## src/tabs_defines.svh

```systemverilog
// Offsets, field positions and reset values of the transmit abort cause block
`ifndef TABS_DEFINES_SVH
`define TABS_DEFINES_SVH

// Register offsets (byte addresses)
`define TABS_OFS_CTRL 8'h00
`define TABS_OFS_TARGET 8'h04
`define TABS_OFS_CLR_ALL 8'h40
`define TABS_OFS_CLR_ABRT 8'h54
`define TABS_OFS_CAUSE 8'h80
`define TABS_OFS_IRQ_ST 8'h84
`define TABS_OFS_IRQ_MASK 8'h88

// Field positions in controller_control and target_address_reg
`define TABS_CTRL_MST_EN 0
`define TABS_CTRL_RESTART_EN 5
`define TABS_TAR_GENERAL_CALL_VS_START_BYTE 10
`define TABS_TAR_EXT_SEL 11

// Field positions in transmit_abort_cause
`define TABS_B_SLV_RD_WR_QUEUED 15
`define TABS_B_SLV_LOST_BUS 14
`define TABS_B_SLV_STALE_FLUSH 13
`define TABS_B_ARBITRATION_LOST_FLAG 12
`define TABS_B_MST_DISABLED 11
`define TABS_B_TENBIT_RD_NORST 10
`define TABS_B_SBYTE_NORST 9
`define TABS_B_SBYTE_ACKED 7

// Reset values and masks
`define TABS_CTRL_RST 7'h21
`define TABS_TARGET_RST 12'h000
`define TABS_CAUSE_RST 16'h0000
`define TABS_CAUSE_VALID 16'hfebf
`define TABS_IRQ_MASK_RST 1'h0

`endif

```

## src/tabs_pkg.sv

```systemverilog
// Types of the transmit abort cause block
package tabs_pkg;

    typedef struct packed {
        logic [7:0] addr;
        logic [31:0] wdata;
        logic wr;
        logic rd;
    } tabs_bus_t;

    // Abort events from the controller, one-cycle pulses
    typedef struct packed {
        logic slv_data_req;
        logic data_cmd_rd;
        logic slv_rd_cmd;
        logic txfifo_nonempty;
        logic mst_arbitration_lost_flag;
        logic mst_op;
        logic mst_tenbit_rd;
        logic mst_sbyte;
        logic sbyte_acked;
        logic [5:0] addr_nack;
    } tabs_evt_t;

    typedef struct packed {
        logic [6:0] ctrl;
        logic [11:0] target;
        logic [15:0] cause;
        logic sb_reassert;
        logic irq_st;
        logic irq_mask;
        logic [31:0] rdata;
        logic rx_flush;
        logic tx_flush;
    } tabs_state_t;

    typedef struct packed {
        logic [1:0] s1;
        logic [1:0] s2;
    } tabs_sync_t;

    typedef struct packed {
        logic scl_d;
        logic lost;
    } tabs_mon_t;

endpackage : tabs_pkg

```

## src/tabs_cause.sv

```systemverilog
// Transmit abort cause register, clear-on-read logic and abort interrupt
//
// Decided for this implementation: the address-and-strobe port.
`timescale 1ns/1ps
`include "tabs_defines.svh"

// Behaviour
// - Cause register holds 14 flag bits naming why transmit abort fired.
// - Reading either clear register clears all flags, the start byte flag included.
// - Clearing start byte flag with cause present drops it one cycle, then sets it again.
// - Slave read request answered with a write command sets bit 15.
// - Slave losing the bus sets bit 14 and bit 12 together.
// - While transmitting, data line mismatch at clock rise means bus is lost.
// - Read command with stale transmit data sets bit 13 and flushes transmit data.
// - Master arbitration loss sets bit 12; with bit 14 it means slave loss.
// - Master operation with master mode disabled sets bit 11.
// - Ten-bit read with restarts disabled sets bit 10.
// - Start byte attempt with restarts disabled sets bit 9.
// - Acknowledged start byte sets bit 7.
// - Every recorded abort flushes the receive data.
module tabs_cause (
    // Clock and reset
    input logic mclk_i,
    input logic nrst_i,
    // Register port
    input logic [7:0] reg_addr_i,
    input logic [31:0] reg_wdata_i,
    input logic reg_wr_i,
    input logic reg_rd_i,
    output logic [31:0] reg_rdata_o,
    // Abort events from the controller
    input tabs_pkg::tabs_evt_t evt_i,
    // Slave transmitter bit and bus pins
    input logic slv_tx_active_i,
    input logic slv_tx_bit_i,
    input logic bus_clock_pin_i,
    input logic bus_data_pin_i,
    // Results
    output logic transmit_abort_interrupt_o,
    output logic slave_lost_bus_o,
    output logic rx_flush_o,
    output logic tx_flush_o,
    output logic master_enable_o,
    output logic restart_enable_o,
    output logic irq_o
);
    tabs_pkg::tabs_state_t st_r;
    tabs_pkg::tabs_state_t st_nxt;
    tabs_pkg::tabs_bus_t bus;
    logic [1:0] pins_sync;
    logic lost_pulse;
    logic [15:0] set_v;
    logic clr_rd;
    logic sb_cause;

    function automatic logic hit(input logic [7:0] a, input logic [7:0] ofs);
        hit = (a == ofs);
    endfunction : hit

    assign bus = '{addr: reg_addr_i, wdata: reg_wdata_i, wr: reg_wr_i, rd: reg_rd_i};

    tabs_sync u_sync (
        .mclk_i(mclk_i),
        .nrst_i(nrst_i),
        .pin_i({bus_clock_pin_i, bus_data_pin_i}),
        .sync_o(pins_sync)
    );

    tabs_arb_mon u_mon (
        .mclk_i(mclk_i),
        .nrst_i(nrst_i),
        .scl_i(pins_sync[1]),
        .sda_i(pins_sync[0]),
        .tx_active_i(slv_tx_active_i),
        .tx_bit_i(slv_tx_bit_i),
        .lost_o(lost_pulse)
    );

    // Start byte configuration: extended select and start byte chosen, no restart
    assign sb_cause = !st_r.ctrl[`TABS_CTRL_RESTART_EN] && st_r.target[`TABS_TAR_EXT_SEL]
        && st_r.target[`TABS_TAR_GENERAL_CALL_VS_START_BYTE];

    assign clr_rd = bus.rd && (hit(bus.addr, `TABS_OFS_CLR_ALL)
        || hit(bus.addr, `TABS_OFS_CLR_ABRT));

    always_comb begin
        set_v = 16'h0000;
        set_v[5:0] = evt_i.addr_nack;
        set_v[`TABS_B_SLV_RD_WR_QUEUED] = evt_i.slv_data_req && !evt_i.data_cmd_rd;
        set_v[`TABS_B_SLV_LOST_BUS] = lost_pulse;
        set_v[`TABS_B_SLV_STALE_FLUSH] = evt_i.slv_rd_cmd && evt_i.txfifo_nonempty;
        set_v[`TABS_B_ARBITRATION_LOST_FLAG] = evt_i.mst_arbitration_lost_flag || lost_pulse;
        set_v[`TABS_B_MST_DISABLED] = evt_i.mst_op
            && !st_r.ctrl[`TABS_CTRL_MST_EN];
        set_v[`TABS_B_TENBIT_RD_NORST] = evt_i.mst_tenbit_rd
            && !st_r.ctrl[`TABS_CTRL_RESTART_EN];
        set_v[`TABS_B_SBYTE_NORST] = evt_i.mst_sbyte
            && !st_r.ctrl[`TABS_CTRL_RESTART_EN];
        set_v[`TABS_B_SBYTE_ACKED] = evt_i.sbyte_acked;
        set_v = set_v & `TABS_CAUSE_VALID;
    end

    always_comb begin
        st_nxt = st_r;
        st_nxt.rdata = 32'h0000_0000;
        st_nxt.rx_flush = |set_v;
        st_nxt.tx_flush = set_v[`TABS_B_SLV_STALE_FLUSH];
        st_nxt.sb_reassert = 1'b0;
        // Set wins over a clear in the same cycle
        if (clr_rd) begin
            st_nxt.cause = (st_r.cause & 16'h0200) | set_v;
            st_nxt.cause[`TABS_B_SBYTE_NORST] = set_v[`TABS_B_SBYTE_NORST];
            st_nxt.sb_reassert = st_r.cause[`TABS_B_SBYTE_NORST] && sb_cause;
        end else begin
            st_nxt.cause = st_r.cause | set_v;
        end
        if (st_r.sb_reassert) begin
            st_nxt.cause[`TABS_B_SBYTE_NORST] = 1'b1;
        end
        st_nxt.irq_st = st_r.irq_st || (|set_v);
        if (bus.wr) begin
            if (hit(bus.addr, `TABS_OFS_CTRL)) begin
                st_nxt.ctrl = bus.wdata[6:0];
            end
            if (hit(bus.addr, `TABS_OFS_TARGET)) begin
                st_nxt.target = bus.wdata[11:0];
            end
            if (hit(bus.addr, `TABS_OFS_IRQ_ST) && bus.wdata[0] && !(|set_v)) begin
                st_nxt.irq_st = 1'b0;
            end
            if (hit(bus.addr, `TABS_OFS_IRQ_MASK)) begin
                st_nxt.irq_mask = bus.wdata[0];
            end
        end
        if (bus.rd) begin
            unique case (bus.addr)
                `TABS_OFS_CTRL: st_nxt.rdata = {25'h0, st_r.ctrl};
                `TABS_OFS_TARGET: st_nxt.rdata = {20'h0, st_r.target};
                `TABS_OFS_CAUSE: st_nxt.rdata = {16'h0, st_r.cause & `TABS_CAUSE_VALID};
                `TABS_OFS_CLR_ALL: st_nxt.rdata = {31'h0, |st_r.cause};
                `TABS_OFS_CLR_ABRT: st_nxt.rdata = {31'h0, |st_r.cause};
                `TABS_OFS_IRQ_ST: st_nxt.rdata = {31'h0, st_r.irq_st};
                `TABS_OFS_IRQ_MASK: st_nxt.rdata = {31'h0, st_r.irq_mask};
                default: st_nxt.rdata = 32'h0000_0000;
            endcase
        end
    end

    always_ff @(posedge mclk_i or negedge nrst_i) begin
        if (!nrst_i) begin
            st_r <= '{ctrl: `TABS_CTRL_RST, target: `TABS_TARGET_RST,
                cause: `TABS_CAUSE_RST, sb_reassert: 1'b0, irq_st: 1'b0,
                irq_mask: `TABS_IRQ_MASK_RST, rdata: 32'h0000_0000,
                rx_flush: 1'b0, tx_flush: 1'b0};
        end else begin
            st_r <= st_nxt;
        end
    end

    assign reg_rdata_o = st_r.rdata;
    assign transmit_abort_interrupt_o = |st_r.cause;
    assign slave_lost_bus_o = st_r.cause[`TABS_B_SLV_LOST_BUS];
    assign rx_flush_o = st_r.rx_flush;
    assign tx_flush_o = st_r.tx_flush;
    assign master_enable_o = st_r.ctrl[`TABS_CTRL_MST_EN];
    assign restart_enable_o = st_r.ctrl[`TABS_CTRL_RESTART_EN];
    assign irq_o = st_r.irq_st && st_r.irq_mask;
endmodule : tabs_cause

```

## src/tabs_sync.sv

```systemverilog
// Two-flop synchroniser for the bus clock and data pins
`timescale 1ns/1ps
module tabs_sync (
    // Clock and reset
    input logic mclk_i,
    input logic nrst_i,
    // Pins and synchronised levels
    input logic [1:0] pin_i,
    output logic [1:0] sync_o
);
    tabs_pkg::tabs_sync_t st_r;
    tabs_pkg::tabs_sync_t st_nxt;

    always_comb begin
        st_nxt = st_r;
        st_nxt.s1 = pin_i;
        st_nxt.s2 = st_r.s1;
    end

    // Idle bus lines are high
    always_ff @(posedge mclk_i or negedge nrst_i) begin
        if (!nrst_i) begin
            st_r <= '{s1: 2'h3, s2: 2'h3};
        end else begin
            st_r <= st_nxt;
        end
    end

    assign sync_o = st_r.s2;
endmodule : tabs_sync

```

## src/tabs_arb_mon.sv

```systemverilog
// Fail-safe monitor: data line checked against the driven bit at clock rise
`timescale 1ns/1ps
module tabs_arb_mon (
    // Clock and reset
    input logic mclk_i,
    input logic nrst_i,
    // Synchronised bus levels
    input logic scl_i,
    input logic sda_i,
    // Slave transmitter side
    input logic tx_active_i,
    input logic tx_bit_i,
    output logic lost_o
);
    tabs_pkg::tabs_mon_t st_r;
    tabs_pkg::tabs_mon_t st_nxt;
    logic scl_rise;

    assign scl_rise = scl_i && !st_r.scl_d;

    always_comb begin
        st_nxt = st_r;
        st_nxt.scl_d = scl_i;
        st_nxt.lost = scl_rise && tx_active_i && (sda_i != tx_bit_i);
    end

    always_ff @(posedge mclk_i or negedge nrst_i) begin
        if (!nrst_i) begin
            st_r <= '{scl_d: 1'h1, lost: 1'h0};
        end else begin
            st_r <= st_nxt;
        end
    end

    assign lost_o = st_r.lost;
endmodule : tabs_arb_mon

```

## config.mk

```make
export PLATFORM = sky130hd
export DESIGN_NAME = tabs_cause
export DESIGN_NICKNAME = d
export VERILOG_FILES = /design/src/tabs_pkg.sv /design/src/tabs_cause.sv /design/src/tabs_sync.sv /design/src/tabs_arb_mon.sv
export VERILOG_INCLUDE_DIRS = /design/src
export SDC_FILE = /design/constraint.sdc
export NUM_CORES = 1
export LEC_CHECK = 0
export BUFFER_PORTS_ARGS = -buffer_cell sky130_fd_sc_hd__buf_2
export CAP_MARGIN = 20
export CORE_MARGIN = 10
export CORE_UTILIZATION = 27
export DETAILED_ROUTE_END_ITERATION = 10
export GPL_TIMING_DRIVEN = 0
export SYNTH_ARGS = -nofsm -noshare
export SYNTH_HDL_FRONTEND = slang
export SYNTH_SLANG_ARGS = --single-unit
```

## constraint.sdc

```tcl
create_clock -name mclk_i -period 2.7 [get_ports mclk_i]
set_clock_uncertainty 0.2 [all_clocks]
set_input_delay 0.135 -clock mclk_i [delete_from_list [all_inputs] [get_ports mclk_i]]
set_output_delay 0.135 -clock mclk_i [all_outputs]
set_load 0.05 [all_outputs]
```

### Yosys cells after proc, flatten, opt, wreduce, memory -nomap -nowiden

Cells that the tools add are included.

* bitwise logic cells: 2
* reductions and logical operators: 30
* mux-type cells: 8
* eq/ne operators: 7

Operators with widths (number)
* case mux 16 bit (6 select lines): 1
* two-way mux 16 bit: 2
* equality test 8 bit, second input constant: 3
* equality test 8 x 7 -> 1 bit, second input constant: 2
* bitwise OR 10 x 16 -> 16 bit: 1
* bitwise OR 16 bit: 1
* OR reduction 16 bit: 1
* logical AND 1 bit: 15
* OR reduction 14 bit: 1
* equality test 8 x 3 -> 1 bit, second input constant: 1
* zero test 8 bit: 1
* AND reduction 2 bit: 3
* zero test 1 bit: 5
* two-way mux 1 bit: 4
* logical OR 1 bit: 3
* two-way mux 2 bit: 1
* OR reduction 2 bit: 1
* inequality test 1 bit: 1

* word-level logic and storage cells: 60
* bits of input ports: 63
* output and inout bits: 39
* flip-flop bits (word level): 78

### Depth between registers and ports, before layout

* depth after elaboration: 7
* depth in mapped cells: 5
* mapped depth without buffers: 4

### By module

From an unflattened synthesis, not the netlist that was laid out.

* cells, all modules: 220
* area, all modules: 2733.9 µm²

By module, submodules not included
* tabs_cause: instances 1, area an instance 2555.0 µm², cells each 211
* tabs_sync: instances 1, area an instance 105.1 µm², cells each 4
* tabs_arb_mon: instances 1, area an instance 73.8 µm², cells each 5

### Least setup slack after synthesis

No wires, ideal clock.

* path kind: register to register
* from: reg st_r (netlist bit slave_lost_bus_o)
* to: reg st_r (netlist bit reg_rdata_o[0])
* path slack: 420 ps
* required time: 2374 ps
* arrival: 1954 ps
* cell stages (with the launch flop): 5
* cell sequence: dfrtp_1 > nor4_1 > nand4_1 > nor2b_1 > a221o_1

RTL lines
* start, declared: line tabs_cause.sv:47 `tabs_pkg::tabs_state_t st_r;`
* start signal, assigned: line tabs_cause.sv:151 `` st_r <= '{ctrl: `TABS_CTRL_RST, target: `TABS_TARGET_RST, ``
* start signal, assigned: line tabs_cause.sv:156 `st_r <= st_nxt;`

### Worst setup path after layout

* from: in reg_addr_i[3]
* to: reg st_r[59] (netlist name)

* word-level cells in the longest chain between the ends: 2

Ends and longest elaborated chain
* start, declared: line tabs_cause.sv:26 `input logic [7:0] reg_addr_i,`
* equality test 8 x 3 -> 1 bit: line tabs_cause.sv:57 `hit = (a == ofs);`
* AND reduction 2 bit (no line)

No other way between the ends.
A chain may end at the register's enable or synchronous reset.

==> key figures <==
Pwr
  • Pleak: 1.87 nW
  • Switching power: 0.000488 W
  • Seq pwr share: 0.507
  • Combinational group share of total power: 0.140
  • Worst VDD drop: 0.000195 V
  • Power Internal: 0.00137 W
  • Switching share of power: 0.263
  • Clock share of power: 0.353
  • Power Density: 495 nW/um^2

Setup path
  • Startpoint Class: input port
  • Most used cell, CP: dlygate4sd3_1
  • Crit path max-delay cell type: dlygate4sd3_1
  • Crit Path Category: in2reg
  • Arr. time, crit path: 2.40 ns
  • Worst R2R Path Depth: 3
  • Req. time, crit path: 2.72 ns
  • Critical Path Max Stage Delay: 0.56 ns
  • Crit path max fanout: 5
  • Ordered cell list for the critical path: dlygate4sd3_1, buf_2, nor4_2, and2_4, nand3_4, mux2_2, dlygate4sd3_1
  • CP Capture Type: flop

CTS
  • Root buffer cell: clkbuf_8
  • TritonCTS buffer count: 9
  • Setup Buffers After CTS: 0
  • Num Clock Sinks: 60
  • CTS hold repair buffers: 35
  • Clock-pin slew on the worst setup and hold paths: 0.07 ns
  • H-tree Lvls: 3
  • CTS tree: yes
  • Insertion delay to the later sink of the worst-skew pair: 0.34 ns
  • Post-CTS Resized: 0
  • Max Root-Sink Buffers: 2

Timing
  • Final count of negative-setup-slack endpoints: 0
  • Final Max Tran Viols: 0
  • Worst rel slew slack: 0.559
  • Final hold vios: 0
  • Tcrit/Tclk final: 0.883
  • RSZ-0062 raised after global routing: false
  • Post-layout min period: 2.38 ns
  • Fmax achieved: 420 MHz
  • Setup TNS: 0 ns
  • Actual slew at the worst max-slew pin: 0.661 ns

Cells and area
  • Fill cell count: 999
  • FF+latch area: 1510 um^2
  • Final Util: 0.385
  • N_diodes: 0
  • NumNets Final: 410
  • Area Overhead vs Synth: 40.0%
  • Share of cells above drive strength 1: 0.406
  • Multi-input logic area: 948 um^2
  • Post-Layout Cell Count: 485

Floorplanning
  • Core ar.: 9730 um^2
  • Die W: 120 um
  • Die ar.: 14300 um^2
  • Ports: 102
  • # rows: 36
  • Initial Util: 0.275
  • Die Y-Extent: 120 um

Route
  • Final wirelength: 6870 um
  • Via count of the routed design: 1994
  • Vias/cell: 4.11
  • DRC violations left: 0
  • Post-route ant nets: 0
  • Avg WL per Cell: 14.2 um
  • DR iter-0 viols: 57
  • Drt first pass iters: 4

Synthesis
  • Gate Count Post-Synth: 220
  • Synth warn: 0
  • Synthesized area: 2680 um^2
  • Synth unique cells: 37
  • Sequential element share of the synthesized area: 0.564
  • Syn_area_per_cell: 12.2 um^2
  • Seq cells post-synth: 60

Global routing
  • GRT Overall Usage: 0.0969
  • Largest net degree at the start of global routing: 34
  • Vias in the first global route: 2099
  • Overflow after GRT: 0
  • First-pass GRT wire length: 11000 um
  • Initial antenna violation count: 0

Worst hold path
  • Hold Path Cell Cnt: 3
  • Worst Hold Class: in2reg

Placed design
  • PortBufs: 65
  • Final GP Congestion: 0.767
  • Detailed Place HPWL: 5250 um
  • Placed cell count: 434

Run
  • Max Cap Viol: 0

Status
  • Status: completed
## state kept, by name, summed over array words and instances, names as in the netlist
| name | flops |
|---|---|
| st_r | 33 |
| reg_rdata_o | 16 |
| u_sync.st_nxt | 2 |
| u_sync.sync_o | 2 |
| master_enable_o | 1 |
| restart_enable_o | 1 |
| rx_flush_o | 1 |
| slave_lost_bus_o | 1 |
| tx_flush_o | 1 |
| u_mon.lost_o | 1 |
| u_mon.st_r | 1 |
## synthesized netlist by cell type (all sizes together)
| cell | number | share of area |
|---|---|---|
| dfrtp | 53 | 0.50 |
| buf | 34 | 0.096 |
| mux2 | 20 | 0.098 |
| nor2 | 20 | 0.028 |
| a21o | 10 | 0.028 |
| nand2 | 9 | 0.013 |
| dfstp | 7 | 0.069 |
| mux2i | 7 | 0.026 |
| a21oi | 6 | 0.011 |
| and3 | 6 | 0.014 |
| nor2b | 5 | 0.012 |
| nor4 | 5 | 0.014 |
| a22oi | 4 | 0.011 |
| clkbuf | 4 | 0.0056 |
| nand3 | 4 | 0.014 |
| nand4 | 4 | 0.0093 |
| nor3 | 4 | 0.0075 |
| and2 | 3 | 0.0079 |
| a221o | 2 | 0.0075 |
| nand2b | 2 | 0.0047 |
| xnor2 | 2 | 0.0065 |
| a22o | 1 | 0.0033 |
| conb | 1 | 0.0014 |
| inv | 1 | 0.0014 |
| nand3b | 1 | 0.0028 |
| nor3b | 1 | 0.0028 |
| o211ai | 1 | 0.0028 |
| o21ai | 1 | 0.0019 |
| o31ai | 1 | 0.0028 |
| or4 | 1 | 0.0028 |
## layout make-up
cell class,count,area share
Multi-Input combinational cell,136,0.253
Clock inverter,3,0.00400
Clock buffer,13,0.0370
Timing Repair Buffer,101,0.186
Sequential cell,60,0.403
Tap cell,133,0.0444
Buffer,38,0.0724
Inverter,1,0.00100
## per-layer routing
metal,GRT usage,part of all wire,up-vias
li1,-,-,976
met1,0.117,0.44,956
met2,0.155,0.48,57
met3,0.0417,0.066,5
met4,0.0249,0.0090,0
met5,0,0,-
## per-stage QoR
stage,power [W],hold slack (ns),instance area [um^2],setup WS (ns)
after floorplan,0.00109,-0.361,2730,0.420
after global placement,0.00117,0.0423,3230,0.771
after detailed placement,0.00118,0.0153,3250,0.729
after CTS,0.00188,0.00296,3750,0.327
after global routing,0.00194,0.00643,3750,0.247
final,0.00186,0.00655,3750,0.316
## cell usage in the layout (no fill, tap or decap), types with 5 or more instances in the layout
cell type | synthesis | layout
a21o_1 | 10 | 10
dfrtp_1 | 53 | 53
nor2b_1 | 5 | 5
nand2_1 | 9 | 9
mux2_4 | 10 | 10
mux2_2 | 10 | 10
and3_1 | 6 | 6
nor2_1 | 20 | 20
mux2i_1 | 7 | 7
dlygate4sd3_1 | 0 | 35
buf_2 | 1 | 66
clkbuf_8 | 0 | 9
conb_1 | 1 | 16
clkbuf_1 | 4 | 8
buf_4 | 32 | 32
a21oi_1 | 6 | 6
dfstp_2 | 7 | 7
## power groups by stage
| stage | clock, W | combinational (W) | sequential, W |
|---|---|---|---|
| final | 0.000655 | 0.000261 | 0.000940 |
| after global routing | 0.000717 | 0.000283 | 0.000943 |
| after CTS | 0.000674 | 0.000263 | 0.000940 |
| after detailed placement | 0 | 0.000223 | 0.000956 |
| after global placement | 0 | 0.000216 | 0.000956 |
| after floorplan | 0 | 0.000127 | 0.000967 |
## kinds of logic (layout without fill, tap and decap cells)
logic type	after synthesis	in the layout	synth area share
xor gates and xnor gates	2	2	0.00654
and+or+nand+nor	65	65	0.132
DFF	60	60	0.564
AOI/OAI and AO/OA	26	26	0.0687
other	1	16	0.00140
muxes	27	27	0.124
buffers and inverters	39	156	0.103
## critical path: cells and delay by family
family,cells,cell delay (ns)
buf+inv,3,1.25
mux,1,0.28
simple gates,3,0.73
## path summary, 6_finish.rpt
check,slack [ns],startpoint,to
max,0.32,reg_addr_i[3],st_r[59]$_DFFE_PN0P_
min reg2reg,0.16,u_sync.st_nxt[1]$_DFF_PN1_,u_sync.sync_o[1]$_DFF_PN1_
max in group asynchronous,1.45,nrst_i,restart_enable_o$_DFFE_PN1P_
max reg2reg,0.95,restart_enable_o$_DFFE_PN1P_,st_r[35]$_DFF_PN0_
min in group asynchronous,0.17,nrst_i,reg_rdata_o[8]$_DFF_PN0_
min,0.007,evt_i[14],st_r[52]$_DFF_PN0_
Power figures use the tool's default switching activity.
